[config.mk]
export PLATFORM = sky130hd
export DESIGN_NAME = cod_core
export DESIGN_NICKNAME = d
export VERILOG_FILES = /design/src/include/cod_pkg.sv /design/src/logic/cod_alu.sv /design/src/logic/cod_core.sv
export SDC_FILE = /design/constraint.sdc
export NUM_CORES = 1
export LEC_CHECK = 0
export BUFFER_PORTS_ARGS = -buffer_cell sky130_fd_sc_hd__buf_2
export CAP_MARGIN = 20
export CORE_MARGIN = 8
export CORE_UTILIZATION = 62
export CTS_BUF_LIST = sky130_fd_sc_hd__clkbuf_4 sky130_fd_sc_hd__clkbuf_8
export DETAILED_ROUTE_END_ITERATION = 10
export PLACE_DENSITY = 0.84
export SKIP_LAST_GASP = 1
export SLEW_MARGIN = 40
export SYNTH_ARGS = -nofsm -noshare
export SYNTH_HDL_FRONTEND = slang
export SYNTH_HIERARCHICAL = 1
export SYNTH_SLANG_ARGS = --single-unit
[constraint.sdc]
create_clock -name i_mclk -period 4.8 [get_ports i_mclk]
set_clock_uncertainty 0.2 [all_clocks]
set_input_delay 0.72 -clock i_mclk [delete_from_list [all_inputs] [get_ports i_mclk]]
set_output_delay 0.72 -clock i_mclk [all_outputs]
set_load 0.02 [all_outputs]
[src/include/cod_pkg.sv]
// shared types, constants and opcode decoder for the op-decode slice
`default_nettype none
package cod_pkg;
    // ===========================================================
    // widths and fixed addresses
    // ===========================================================
    localparam int HI_W = 6;
    localparam int LO_W = 8;
    localparam int ADDR_W = HI_W + LO_W;
    localparam logic [ADDR_W-1:0] RESET_VECTOR = 14'h3ffd;
    localparam logic [ADDR_W-1:0] XPTR_ADDR = 14'h000f;
    localparam logic [ADDR_W-1:0] XDATA_ADDR = 14'h000e;
    localparam logic [7:0] ACC_RST = 8'h00;
    localparam logic [7:0] XPTR_RST = 8'h00;
    localparam int TNY_W = 4;
    localparam int SRT_W = 5;

    // ===========================================================
    // opcodes
    // ===========================================================
    localparam logic [7:0] OP_ADC_IMM = 8'ha9;
    localparam logic [7:0] OP_ADC_DIR = 8'hb9;
    localparam logic [7:0] OP_ADD_IMM = 8'hab;
    localparam logic [7:0] OP_ADD_DIR = 8'hbb;
    localparam logic [7:0] OP_LSLA = 8'h48;
    localparam logic [7:0] OP_BRA = 8'h30;
    localparam logic [7:0] OP_BCC = 8'h34;
    localparam logic [7:0] OP_BCS = 8'h35;
    localparam logic [7:0] OP_BNE = 8'h36;
    localparam logic [7:0] OP_BEQ = 8'h37;
    localparam logic [7:0] OP_BGND = 8'hbf;
    localparam logic [7:0] OP_JMP = 8'hbc;
    localparam logic [7:0] OP_WAIT = 8'haf;
    localparam logic [7:0] OP_STOP = 8'hae;
    localparam logic [3:0] OPH_ADD_TNY = 4'h6;
    localparam logic [3:0] OPH_BITOP = 4'h1;
    localparam logic [2:0] OPH_LDA_SRT = 3'h6;
    localparam logic [2:0] OPH_STA_SRT = 3'h7;

    // ===========================================================
    // minimum cycle counts per instruction class
    // ===========================================================
    localparam logic [2:0] CYC_ONE = 3'h1;
    localparam logic [2:0] CYC_IMM = 3'h2;
    localparam logic [2:0] CYC_SRT = 3'h2;
    localparam logic [2:0] CYC_MEM = 3'h3;
    localparam logic [2:0] CYC_BR = 3'h3;
    localparam logic [2:0] CYC_EXT = 3'h4;
    localparam logic [2:0] CYC_BIT = 3'h5;

    // ===========================================================
    // types
    // ===========================================================
    typedef struct packed {
        logic [HI_W-1:0] upper;
        logic [LO_W-1:0] lower;
    } cod_ptr_s;

    typedef struct packed {
        logic z;
        logic c;
    } cod_flags_s;

    typedef struct packed {
        logic [ADDR_W-1:0] addr;
        logic [7:0] wdata;
        logic we;
        logic re;
    } cod_mreq_s;

    typedef enum logic [3:0] {
        K_NOP, K_ALU, K_LDA, K_STA, K_BR, K_JMP, K_BSET, K_BCLR, K_WAIT, K_STOP, K_BGND
    } cod_kind_e;

    typedef enum logic [2:0] {
        AM_INH, AM_IMM, AM_DIR, AM_TNY, AM_SRT, AM_EXT, AM_REL
    } cod_amode_e;

    typedef enum logic [1:0] {ALU_ADD, ALU_ADC, ALU_LSL} cod_alu_e;

    typedef enum logic [1:0] {MODE_RUN, MODE_WAIT, MODE_STOP, MODE_HALT} cod_mode_e;

    typedef struct packed {
        cod_kind_e kind;
        cod_amode_e amode;
        cod_alu_e alu;
        logic [2:0] cycles;
    } cod_dec_s;

    function automatic cod_dec_s cod_decode(input logic [7:0] op);
        cod_dec_s d;
        d = '{kind: K_NOP, amode: AM_INH, alu: ALU_ADD, cycles: CYC_ONE};
        if (op[7:4] == OPH_ADD_TNY) begin
            d = '{kind: K_ALU, amode: AM_TNY, alu: ALU_ADD, cycles: CYC_MEM};
        end else if (op[7:4] == OPH_BITOP) begin
            d = '{kind: (op[0] ? K_BCLR : K_BSET), amode: AM_DIR, alu: ALU_ADD, cycles: CYC_BIT};
        end else if (op[7:5] == OPH_LDA_SRT) begin
            d = '{kind: K_LDA, amode: AM_SRT, alu: ALU_ADD, cycles: CYC_SRT};
        end else if (op[7:5] == OPH_STA_SRT) begin
            d = '{kind: K_STA, amode: AM_SRT, alu: ALU_ADD, cycles: CYC_SRT};
        end else begin
            case (op)
                OP_ADD_IMM: d = '{kind: K_ALU, amode: AM_IMM, alu: ALU_ADD, cycles: CYC_IMM};
                OP_ADD_DIR: d = '{kind: K_ALU, amode: AM_DIR, alu: ALU_ADD, cycles: CYC_MEM};
                OP_ADC_IMM: d = '{kind: K_ALU, amode: AM_IMM, alu: ALU_ADC, cycles: CYC_IMM};
                OP_ADC_DIR: d = '{kind: K_ALU, amode: AM_DIR, alu: ALU_ADC, cycles: CYC_MEM};
                OP_LSLA: d = '{kind: K_ALU, amode: AM_INH, alu: ALU_LSL, cycles: CYC_ONE};
                OP_BRA, OP_BCC, OP_BCS, OP_BNE, OP_BEQ:
                    d = '{kind: K_BR, amode: AM_REL, alu: ALU_ADD, cycles: CYC_BR};
                OP_JMP: d = '{kind: K_JMP, amode: AM_EXT, alu: ALU_ADD, cycles: CYC_EXT};
                OP_WAIT: d = '{kind: K_WAIT, amode: AM_INH, alu: ALU_ADD, cycles: CYC_ONE};
                OP_STOP: d = '{kind: K_STOP, amode: AM_INH, alu: ALU_ADD, cycles: CYC_ONE};
                OP_BGND: d = '{kind: K_BGND, amode: AM_INH, alu: ALU_ADD, cycles: CYC_ONE};
                default: d = '{kind: K_NOP, amode: AM_INH, alu: ALU_ADD, cycles: CYC_ONE};
            endcase
        end
        return d;
    endfunction
endpackage
`default_nettype wire

[src/logic/cod_alu.sv]
// accumulator adder and shifter with flag generation
`default_nettype none
module cod_alu import cod_pkg::*; (
    input wire cod_alu_e i_op,
    input wire logic [7:0] i_a,
    input wire logic [7:0] i_b,
    input wire logic i_cin,
    output logic [7:0] o_res,
    output cod_flags_s o_flags
);
    logic [8:0] sum;

    always_comb begin
        sum = {1'b0, i_a} + {1'b0, i_b} + {8'h00, (i_op == ALU_ADC) & i_cin};
        case (i_op)
            // the shift takes its own path, not the adder; result and flags equal those of adding acc to itself
            ALU_LSL: begin
                o_res = {i_a[6:0], 1'b0};
                o_flags.c = i_a[7];
            end
            default: begin
                o_res = sum[7:0];
                o_flags.c = sum[8];
            end
        endcase
        o_flags.z = (o_res == 8'h00);
    end
endmodule // cod_alu
`default_nettype wire

[src/logic/cod_core.sv]
// decode and control slice: fetch, operand addressing, add ops, low-power and halt
`default_nettype none
module cod_core import cod_pkg::*; (
    input wire logic i_mclk,
    input wire logic i_rst_b,
    input wire logic [7:0] i_rdata,
    input wire logic i_wake_evt,
    input wire logic i_halt_req,
    input wire logic i_resume,
    output var cod_mreq_s o_mreq,
    output logic [7:0] o_acc,
    output cod_flags_s o_flags,
    output cod_ptr_s o_fetch_pointer,
    output cod_ptr_s o_saved_fetch_pointer,
    output logic o_core_clk_en,
    output var cod_mode_e o_mode
);
    // ===========================================================
    // state
    // ===========================================================
    typedef enum logic [3:0] {
        ST_FETCH, ST_OPND, ST_EXTLO, ST_MEM, ST_WB, ST_PAD, ST_WAIT, ST_STOP, ST_HALT
    } cod_state_e;

    cod_state_e st_r, st_nxt;
    cod_ptr_s pc_r, pc_nxt, spc_r, spc_nxt;
    cod_dec_s dec_r, dec_nxt, d;
    cod_flags_s flags_r, flags_nxt, alu_flags;
    logic [7:0] acc_r, acc_nxt, op_r, op_nxt, mdata_r, mdata_nxt, x_r, x_nxt, alu_res;
    logic [ADDR_W-1:0] ea_r, ea_nxt, pc_inc;
    logic [HI_W-1:0] ext_hi_r, ext_hi_nxt;
    logic [2:0] cnt_r, cnt_nxt, need;
    cod_alu_e alu_op;
    cod_state_e fin;
    logic taken;

    // pointer cell is shadowed inside the core so redirection costs no bus cycle;
    // only core writes to the cell are seen
    function automatic logic [ADDR_W-1:0] redirect(input logic [ADDR_W-1:0] ea, input logic [7:0] x);
        return (ea == XDATA_ADDR) ? {{HI_W{1'b0}}, x} : ea;
    endfunction

    assign d = cod_decode(i_rdata);
    assign alu_op = (st_r == ST_FETCH) ? d.alu : dec_r.alu;
    assign pc_inc = pc_r + 14'h0001;

    cod_alu u_alu (
        .i_op(alu_op),
        .i_a(acc_r),
        .i_b(i_rdata),
        .i_cin(flags_r.c),
        .o_res(alu_res),
        .o_flags(alu_flags)
    );

    // ===========================================================
    // sequencer
    // ===========================================================
    always_comb begin
        st_nxt = st_r;
        pc_nxt = pc_r;
        spc_nxt = spc_r;
        dec_nxt = dec_r;
        flags_nxt = flags_r;
        acc_nxt = acc_r;
        op_nxt = op_r;
        mdata_nxt = mdata_r;
        ea_nxt = ea_r;
        ext_hi_nxt = ext_hi_r;
        o_mreq = '{addr: pc_r, wdata: acc_r, we: 1'b0, re: 1'b0};
        // short instructions are padded up to their documented cycle count
        cnt_nxt = (st_r == ST_FETCH) ? CYC_ONE : cnt_r + 3'h1;
        need = (st_r == ST_FETCH) ? d.cycles : dec_r.cycles;
        fin = (cnt_nxt >= need) ? ST_FETCH : ST_PAD;
        case (op_r)
            OP_BCC: taken = !flags_r.c;
            OP_BCS: taken = flags_r.c;
            OP_BNE: taken = !flags_r.z;
            OP_BEQ: taken = flags_r.z;
            default: taken = 1'b1;
        endcase
        case (st_r)
            ST_FETCH: begin
                if (i_halt_req) begin
                    spc_nxt = pc_r;
                    st_nxt = ST_HALT;
                end else begin
                    o_mreq.re = 1'b1;
                    op_nxt = i_rdata;
                    dec_nxt = d;
                    pc_nxt = pc_inc;
                    case (d.amode)
                        AM_IMM, AM_DIR, AM_EXT, AM_REL: st_nxt = ST_OPND;
                        AM_TNY: begin
                            ea_nxt = redirect({{(ADDR_W-TNY_W){1'b0}}, i_rdata[TNY_W-1:0]}, x_r);
                            st_nxt = ST_MEM;
                        end
                        AM_SRT: begin
                            ea_nxt = redirect({{(ADDR_W-SRT_W){1'b0}}, i_rdata[SRT_W-1:0]}, x_r);
                            st_nxt = ST_MEM;
                        end
                        default: begin
                            st_nxt = fin;
                            case (d.kind)
                                K_ALU: begin
                                    acc_nxt = alu_res;
                                    flags_nxt = alu_flags;
                                end
                                K_WAIT: st_nxt = ST_WAIT;
                                K_STOP: st_nxt = ST_STOP;
                                K_BGND: begin
                                    spc_nxt = pc_inc;
                                    st_nxt = ST_HALT;
                                end
                                default: st_nxt = fin;
                            endcase
                        end
                    endcase
                end
            end
            ST_OPND: begin
                o_mreq.re = 1'b1;
                pc_nxt = pc_inc;
                st_nxt = fin;
                case (dec_r.amode)
                    AM_IMM: begin
                        acc_nxt = alu_res;
                        flags_nxt = alu_flags;
                    end
                    AM_DIR: begin
                        ea_nxt = redirect({{HI_W{1'b0}}, i_rdata}, x_r);
                        st_nxt = ST_MEM;
                    end
                    AM_EXT: begin
                        ext_hi_nxt = i_rdata[HI_W-1:0];
                        st_nxt = ST_EXTLO;
                    end
                    default: begin
                        if (taken) begin
                            pc_nxt = pc_inc + {{HI_W{i_rdata[7]}}, i_rdata};
                        end
                    end
                endcase
            end
            ST_EXTLO: begin
                o_mreq.re = 1'b1;
                pc_nxt = '{upper: ext_hi_r, lower: i_rdata};
                st_nxt = fin;
            end
            ST_MEM: begin
                o_mreq.addr = ea_r;
                o_mreq.re = (dec_r.kind != K_STA);
                o_mreq.we = (dec_r.kind == K_STA);
                st_nxt = fin;
                case (dec_r.kind)
                    K_ALU: begin
                        acc_nxt = alu_res;
                        flags_nxt = alu_flags;
                    end
                    K_LDA: begin
                        acc_nxt = i_rdata;
                        flags_nxt.z = (i_rdata == 8'h00);
                    end
                    K_BSET, K_BCLR: begin
                        mdata_nxt = i_rdata;
                        mdata_nxt[op_r[3:1]] = (dec_r.kind == K_BSET);
                        st_nxt = ST_WB;
                    end
                    default: st_nxt = fin;
                endcase
            end
            ST_WB: begin
                o_mreq = '{addr: ea_r, wdata: mdata_r, we: 1'b1, re: 1'b0};
                st_nxt = fin;
            end
            ST_PAD: st_nxt = fin;
            // pc already points past the low-power opcode, so wake just refetches
            ST_WAIT, ST_STOP: begin
                if (i_wake_evt) begin
                    st_nxt = ST_FETCH;
                end
            end
            ST_HALT: begin
                if (i_resume) begin
                    pc_nxt = spc_r;
                    st_nxt = ST_FETCH;
                end
            end
            default: st_nxt = ST_FETCH;
        endcase
        // interrupt events are never taken as a vector while running
        x_nxt = (o_mreq.we && o_mreq.addr == XPTR_ADDR) ? o_mreq.wdata : x_r;
    end

    always_ff @(posedge i_mclk or negedge i_rst_b) begin
        if (!i_rst_b) begin
            st_r <= ST_FETCH;
            pc_r <= cod_ptr_s'(RESET_VECTOR);
            spc_r <= cod_ptr_s'(RESET_VECTOR);
            dec_r <= '{kind: K_NOP, amode: AM_INH, alu: ALU_ADD, cycles: CYC_ONE};
            flags_r <= '{z: 1'b0, c: 1'b0};
            acc_r <= ACC_RST;
            op_r <= 8'h00;
            mdata_r <= 8'h00;
            ea_r <= '0;
            ext_hi_r <= '0;
            x_r <= XPTR_RST;
            cnt_r <= 3'h0;
        end else begin
            st_r <= st_nxt;
            pc_r <= pc_nxt;
            spc_r <= spc_nxt;
            dec_r <= dec_nxt;
            flags_r <= flags_nxt;
            acc_r <= acc_nxt;
            op_r <= op_nxt;
            mdata_r <= mdata_nxt;
            ea_r <= ea_nxt;
            ext_hi_r <= ext_hi_nxt;
            x_r <= x_nxt;
            cnt_r <= cnt_nxt;
        end
    end

    // ===========================================================
    // outputs
    // ===========================================================
    assign o_acc = acc_r;
    assign o_flags = flags_r;
    assign o_fetch_pointer = pc_r;
    assign o_saved_fetch_pointer = spc_r;
    assign o_core_clk_en = !(st_r == ST_WAIT || st_r == ST_STOP);

    always_comb begin
        case (st_r)
            ST_WAIT: o_mode = MODE_WAIT;
            ST_STOP: o_mode = MODE_STOP;
            ST_HALT: o_mode = MODE_HALT;
            default: o_mode = MODE_RUN;
        endcase
    end
endmodule // cod_core
`default_nettype wire

-- Yosys cells after proc, flatten, opt, wreduce, memory -nomap -nowiden
Cells that the tools add are included.
Widths: inputs -> output; s select.
- register bits after elaboration: 101
- input bits: 13
- output and inout port bits: 65
- logic and storage cells: 184
- add/sub/neg operators: 5
- order comparisons: 3
- eq/ne operators: 66
- mux-type cells: 58
- bitwise operators: 2
- reduce and logical (&&, ||, !) cells: 32
- operators with widths (operator ; number):
    $mux 14 ; 10
    $pmux 12 s10 ; 1
    $eq 8x6->1 const B ; 9
    $mux 8 ; 9
    $eq 8x8->1 const B ; 8
    $pmux 14 s2 ; 2
    $pmux 14 s4 ; 1
    $mux 12 ; 4
    $eq 4x3->1 const B ; 7
    $pmux 4 s6 ; 1
    $pmux 8 s3 ; 1
    $eq 4x4->1 const B ; 5
    $eq 3x3->1 const B ; 6
    $eq 4x1->1 const B ; 4
    $eq 4x2->1 const B ; 4
    $logic_not 8->1 ; 2
    $pmux 8 s2 ; 1
    $add 14x1->14 const B ; 1
    $add 14x14->14 ; 1
    $eq 14x4->1 const B ; 1
    $mux 3 ; 4
    $mux 4 ; 3
    $pmux 2 s3 ; 2
    $pmux 4 s3 ; 1
    other kinds (44) ; 78

-- Logic depth before layout (Yosys ltp)
Gate-level depths: netlist (run 1).
- word-level depth: 17
- mapped depth: 18
- depth with buffers taken out: 16

-- Cells and area by module
The synthesis (run 1) kept the hierarchy.
- modules (own cells, without submodules) (module ; times used ; cells each ; area each (sq um) ; seq. area each (sq um)):
    cod_core ; 1 ; 770 ; 6712.7 ; 2411.1
    cod_alu ; 1 ; 73 ; 560.5 ; 0.0

-- Least setup slack after synthesis (run 1)
No wires, ideal clock.
- kind: input-to-reg
- start: input i_rdata[7]
- end: register flags_r (netlist bit o_flags[1])
- library setup time: 0.064 ns
- arrival: 3.913 ns
- required time: 4.536 ns
- setup slack: 0.623 ns
- cell stages on the path: 17
- path buffers: 3
- cell sequence: buf_4 > buf_4 > clkbuf_1 > nand4_1 > o21ai_0 > nand3b_1 > fa_1 > fa_1 > nor2b_4 > o2bb2ai_1 > o31ai_1 > a31oi_1 > or4_1 > nor4_2 > nand2_1 > o31ai_1 > mux2_4
- RTL lines (element ; RTL line ; RTL):
    from (decl) ; cod_core.sv:6 ; input wire logic [7:0] i_rdata,
    to (signal assigned) ; cod_core.sv:201 ; flags_r <= '{z: 1'b0, c: 1'b0};
    to (signal assigned) ; cod_core.sv:214 ; flags_r <= flags_nxt;
    to (decl) ; cod_core.sv:28 ; cod_flags_s flags_r, flags_nxt, alu_flags;

==> summary.md, run 1 <==
| Metric | Value |
|---|---|
| Seq/Total Area, Yosys | `0.3315` |
| Clk Tree Root Cell | `clkbuf_8` |
| Worst EP required | `4.93 ns` |
| TritonRoute pass-1 iters | `5` |
| Worst-path clk slew | `0.10 ns` |
| Diode count | `0` |
| Post-synthesis cell count | `843` |
| Largest net degree at the start of global routing | `71` |
| Clock Sinks | `95` |
| Worst min path class | `in -> async` |
| Avg Inst Size Synth | `8.628 µm²` |
| Die ar. | `between 15,000 and 20,000 µm²` |
| Post-DP HPWL | `15,640 µm` |
| CTS buffer count | `9` |
| Core area | `11,420 µm²` |
| Register-to-Register Setup Slack | `0.59 ns` |
| Distinct cells, synth | `91` |
| Crit path max fanout | `15` |
| YS warnings | `6` |
| Number of max-cap violations | `0` |
| Total global-route track usage | `0.2649` |
| Die W | `124.3 µm` |
| Max frequency | `roughly 240 MHz` |
| WL final | `roughly 21,000 µm` |
| Fin. Hold Viols | `0` |
| Port Buf Inserts | `just under 80` |
| Post-DRT Antenna Nets | `0` |
| Reg2reg start | `st_r[1]` |
| Synthesis-to-layout area growth | `7.810%` |
| RSZ-0062 raised after global routing | `no` |
| Startpoint Class | `register` |
| Top post-synthesis cells by count | `nor2_1, nand2_1, dfrtp_1` |
| Post-route cell area | `7841 µm²` |
| Placed inst area | `between 7000 and 8000 µm²` |
| RR Endpoint | `o_flags[1]` |
| Pwr Density | `about 750 nW/µm²` |
| Global placer's final weighted congestion | `0.9913` |
| Netlist Area Pre-Place | `7273 µm²` |
| Clock Tree Buf Depth | `2` |
| Initial antenna violation count | `1` |
| Final Cycle Share | `0.8778` |
| Syn nets | `884` |
| Post-synth EDFFs | `0` |
| Drt wl/cell | `around 20 µm` |
| Proportion of layout cells with a drive suffix above 1 | `0.2413` |
| R2R depth | `15` |
| Final Net Count | `927` |
| Starting Density | `0.6370` |
| Worst-Margin Slew | `0.7654 ns` |
| Post-synth top area share | `0.2340` |
| Global-route wire length before repair | `33,790 µm` |
| Vias per Instance | `6.439` |
| CTS tree | `done` |
| # DRC | `0` |
| Fin. max-slew vios | `0` |
| Worst skew pair latency | `approximately 0.38 ns` |
| # H-tree levels | `3` |
| Grt total ovfl | `0` |
| Vias in the first global route | `6,272` |
| DIE HEIGHT | `124.3 µm` |
| Status | `complete, no violations` |
| CP startpoint | `st_r[1]` |
| Post-synth top area cell | `dfrtp_1` |
| Cells resized by post-CTS repair | `0` |
| Vias | `6,658` |
| Cts hold-fix bufs | `0` |
| WP data arrival | `4.35 ns` |
| CP Class | `reg -> reg` |
| Count leader, synth | `nor2_1` |
| Crit end category | `register` |
| Number of synthesized register bits | `95` |
| Minimum clock period | `about 4.2 ns` |
| Synth async-reset ratio | `1.000` |
| CP endpoint | `o_flags[1]` |
| Top_reg_cell synth | `dfrtp_1` |
| Placement Rows | `39` |
| # IOs | `78` |
| Initial DRC Count | `744` |
| Post-CTS Setup Repair Bufs | `0` |
| LEAKAGE | `3.383 nW` |
| Main area contributors after synthesis | `dfrtp_1, dfstp_2, mux2_2` |
| Slew HR | `0.4863` |
| Final setup fails | `0` |
| Setup_tns | `0 ns` |
| Max IR drop VDD | `0.4765 mV` |
==> area by class of cell <==
| class | count | area, µm² |
|---|---|---|
| Clock buffer | 12 | 146.4 |
| Clock inverter | 4 | 47.55 |
| Fill cell | 947 | 3577 |
| Inverter | 19 | 71.32 |
| Multi-Input combinational cell | 670 | 4489 |
| Sequential cell | 95 | 2411 |
| Tap cell | 143 | 178.9 |
| Timing Repair Buffer | 91 | 496.7 |
==> power breakdown <==
| part | switching, mW | internal [mW] | total, mW | leakage (nW) |
|---|---|---|---|---|
| clock network | 0.286 | 0.257 | 0.543 | 0.101 |
| logic | 2.10 | 1.50 | 3.60 | 2.16 |
| registers | 0.495 | 1.23 | 1.73 | 1.13 |
| total | 2.89 | 2.99 | 5.87 | 3.38 |
==> worst min path at each step <==
stage,end,from,depth (start not counted),slack [ns]
finish,st_r[3],i_rst_b,1,0.14
detailed placement,cnt_r[0],cnt_r[0],1,0.26
CTS,op_r[1],i_rst_b,1,0.15
floorplan,cnt_r[0],i_rst_b,0,0.22
global placement,cnt_r[0],cnt_r[0],1,0.25
global route,st_r[3],i_rst_b,1,0.19
==> stage by stage <==
step | setup slack (ns) | hold WS (ns) | utilization | total power [mW] | instances
2_1_floorplan | 0.6230 | 0.2244 | - | 4.330 | 843
3_3_place_gp | 0.5759 | 0.2512 | 0.6682 | 5.196 | 1018
3_5_place_dp | 0.4468 | 0.2606 | 0.6697 | 5.275 | 1018
4_1_cts | 0.6052 | 0.1526 | 0.6867 | 5.834 | 1034
5_1_grt | 0.1607 | 0.1936 | 0.6867 | 6.282 | 1034
6_report | 0.5867 | 0.1422 | 0.6867 | 5.872 | 1034
==> per-layer routing <==
layer,wire [µm],global-route usage,up-vias
li1,-,-,3113
met1,8808,0.3424,3167
met2,9883,0.4181,324
met3,1738,0.05617,52
met4,638,0.1169,2
met5,13,0,-
==> cells by family (layout without fill, tap and decap cells) <==
family          Yosys count  in the layout  share of synthesized area
xor+xnor                 41             41                    0.04937
simple gates            314            314                     0.2209
fa+ha+maj                28             28                    0.05126
mux                      53             53                    0.08550
buf+inv                  78            126                    0.05350
compound gates          234            234                     0.2080
flops                    95             95                     0.3315
==> critical path: stages, from the launching register on <==
cell,delay [ns]
dfrtp_1,0.54
nor2_1,0.25
nand2_1,0.30
o21ai_0,0.37
nand3b_1,0.14
fa_1,0.44
fa_1,0.46
nor2b_4,0.16
o2bb2ai_1,0.08
o31ai_1,0.06
a31oi_1,0.12
or4_1,0.55
nor4_2,0.16
nand2_1,0.08
o31ai_1,0.08
mux2_4,0.18
==> cell usage in the layout, fill, tap and decap left out, drive strengths merged, types with 10 or more instances in the layout <==
cell and count:
nor2 100, buf 91, nand2 86, dfrtp 68, a21oi 65, o21ai 65, mux2 46, xnor2 29
dfstp 27, ha 25, inv 19, nor2b 19, nor3 18, nand3 17, o21a 14, a31oi 13
xor2 12, nor3b 12, clkbuf 12, a22oi 11, nand4 10
==> registers in the layout, summed over array words and instances (netlist names) <==
signal and cells:
mdata_r 8, dec_r 12, o_fetch_pointer 14, o_flags 2, ext_hi_r 6, ea_r 8
op_r 8, st_r 4, cnt_r 3, x_r 8, o_acc 8, o_saved_fetch_pointer 14
No activity file was read; power rests on OpenSTA's default activity.
==> run 2: changes to the inputs <==
--- a/config.mk
+++ b/config.mk
@@ -5,13 +5,14 @@
 export SDC_FILE = /design/constraint.sdc
 export NUM_CORES = 1
 export LEC_CHECK = 0
-export BUFFER_PORTS_ARGS = -buffer_cell sky130_fd_sc_hd__buf_2
 export CAP_MARGIN = 20
 export CORE_MARGIN = 8
-export CORE_UTILIZATION = 62
+export CORE_UTILIZATION = 67
 export CTS_BUF_LIST = sky130_fd_sc_hd__clkbuf_4 sky130_fd_sc_hd__clkbuf_8
 export DETAILED_ROUTE_END_ITERATION = 10
-export PLACE_DENSITY = 0.84
+export DONT_BUFFER_PORTS = 1
+export PLACE_DENSITY = 0.83
+export REMOVE_ABC_BUFFERS = 1
 export SKIP_LAST_GASP = 1
 export SLEW_MARGIN = 40
 export SYNTH_ARGS = -nofsm -noshare
==> constraint.sdc (replaced) <==
create_clock -name i_mclk -period 4.05 [get_ports i_mclk]
set_clock_uncertainty 0.2 [all_clocks]
set_input_delay 0.6075 -clock i_mclk [delete_from_list [all_inputs] [get_ports i_mclk]]
set_output_delay 0.6075 -clock i_mclk [all_outputs]
set_load 0.02 [all_outputs]
==> summary.md, run 2 (synthesis gave the netlist of run 1 again) <==
| Metric | Value |
|---|---|
| Final setup fails | `0` |
| Total global-route track usage | `0.2881` |
| Worst EP required | `4.16 ns` |
| Fin. Hold Viols | `0` |
| Met2 usage in global routing | `0.4460` |
| Proportion of layout cells with a drive suffix above 1 | `0.1894` |
| DIE HEIGHT | `120.2 µm` |
| Max IR drop VDD | `0.5522 mV` |
| # IOs | `78` |
| CP startpoint | `o_fetch_pointer[0]` |
| Largest net degree at the start of global routing | `96` |
| # DRC | `0` |
| Worst min path class | `in -> reg` |
| # H-tree levels | `3` |
| Minimum clock period | `3.948 ns` |
| Startpoint Class | `register` |
| Worst-Margin Slew | `around 0.87 ns` |
| Initial DRC Count | `889` |
| Status | `complete, no violations` |
| Fin. max-slew vios | `0` |
| Crit path cell chain | `buf_4 -> and4_4 -> and2_4 -> nand3_1 -> xnor2_2 -> ha_1 -> and4_1 -> a221o_1 -> a31oi_2 -> mux2_2 -> or4_1 -> nand3_1` |
| Core area | `10,700 µm²` |
| Worst Path Buf+Inv | `1` |
| CP Class | `reg -> reg` |
| Vias in the first global route | `about 6,500` |
| Placed inst area | `7347 µm²` |
| WL final | `21,000 µm` |
| Placement Rows | `38` |
| Starting Density | `0.6799` |
| Initial antenna violation count | `0` |
| Hold path start | `i_resume` |
| Final Cycle Share | `0.9747` |
| Top cell family by delay on the critical path | `simple AND/OR/NAND/NOR gates` |
| Grt met3 use | `0.06014` |
| Grt total ovfl | `0` |
| Slowest-stage cell, CP | `dfstp_2` |
| Crit end category | `register` |
| Post-route cell area | `~7600 µm²` |
| Top Usage Layer GRT | `met2` |
| Crit path max fanout | `6` |
| Post-DRT Antenna Nets | `0` |
| Final Net Count | `866` |
| Reg2reg start | `o_fetch_pointer[0]` |
| Most Frequent Cell on Critical Path | `nand3_1` |
| Post-DP HPWL | `between 15,000 and 20,000 µm` |
| Clk Tree Root Cell | `clkbuf_8` |
| Clock Sinks | `95` |
| Post-CTS Setup Repair Bufs | `0` |
| Worst-path clk slew | `0.09 ns` |
| Commonest non-fill, non-tap cell in the layout | `nor2_1` |
| Vias per Instance | `6.908` |
| Slowest stage delay, CP | `0.54 ns` |
| Fraction of met1 tracks used by global routing | `0.3828` |
| Number of max-cap violations | `0` |
| Global-route wire length before repair | `roughly 34,000 µm` |
| Worst skew pair latency | `0.37 ns` |
| Drt wl/cell | `21.67 µm` |
| Most frequent cells in the layout | `nor2_1, nand2_1, dfrtp_1` |
| Pwr Total | `6.771 mW` |
| PnR worst setup slack | `between 0.1 and 0.15 ns` |
| Slew HR | `0.4199` |
| LEAKAGE | `3.161 nW` |
| TritonRoute pass-1 iters | `6` |
| Synthesis-to-layout area growth | `4.146%` |
| Max frequency | `253.3 MHz` |
| Die W | `120.2 µm` |
| CTS buffer count | `9` |
| Pwr Density | `893.9 nW/µm²` |
| Die ar. | `14,450 µm²` |
| Port Buf Inserts | `0` |
| Pre-CTS WS | `-0.06304 ns` |
| Vias | `6,694` |
| WP data arrival | `4.06 ns` |
| CTS tree | `done` |
| Diode count | `0` |
| FILL cells | `just over 800` |
| Global placer's final weighted congestion | `a little under 1` |
| Clock Tree Buf Depth | `2` |
[run 2: what timing repair did]
item,4_1_cts,5_1_grt
hold buffers,2,0
endpoints found under the setup margin,0,2
resized for setup,0,6
endpoints found under the hold margin,95,0
[run 2: worst reg2reg max path: stages, from the launching register on]
cell     delay (ns)
dfstp_2        0.54
buf_4          0.18
and4_4         0.26
and2_4         0.17
nand3_1        0.17
xnor2_2        0.20
ha_1           0.35
and4_1         0.24
a221o_1        0.37
a31oi_2        0.22
mux2_2         0.38
or4_1          0.50
nand3_1        0.11
[run 2: path summary, 6_finish.rpt]
check	endpoint	slack (ns)	cells past startpoint
setup / recovery	o_fetch_pointer[13]	0.10	12
hold / removal	st_r[3]	0.14	1
setup reg to reg	o_fetch_pointer[13]	0.10	12
hold reg to reg	cnt_r[0]	0.27	1
max in group asynchronous	o_saved_fetch_pointer[6]	2.64	2
min in group asynchronous	dec_r[2]	0.60	2
[run 2: power by group]
group | leakage (nW) | switching [mW] | internal [mW]
Clock | 0.0909 | 0.325 | 0.246
Combinational | 1.94 | 2.44 | 1.68
Sequential | 1.13 | 0.623 | 1.46
Total | 3.16 | 3.38 | 3.39
[run 2: final cells by class]
type | count | area, µm² | area share
multi-input combinational | 670 | 4506 | 0.5948
sequential | 95 | 2411 | 0.3183
timing repair buffer | 30 | 247.7 | 0.03271
tap | 140 | 175.2 | 0.02313
clock buffer | 13 | 153.9 | 0.02032
inverter | 19 | 71.32 | 0.009415
clock inverter | 2 | 10.01 | 0.001321
[run 2: layer usage]
layer | routed length [µm] | share of wire
met1 | 8492 | 0.40
met2 | 9420 | 0.45
met3 | 2506 | 0.12
met5 | 0 | 0
met4 | 583 | 0.028
[run 2: per-stage QoR]
stage	setup TNS, ns	cells	hold slack, ns	util
detailed placement	-0.06304	952	0.1173	0.6868
global placement	0	952	0.1177	0.6864
floorplan	0	784	0.1119	-
CTS	0	969	0.1406	0.7056
finish	0	969	0.1436	0.7081
global route	-0.01338	969	0.1547	0.7081
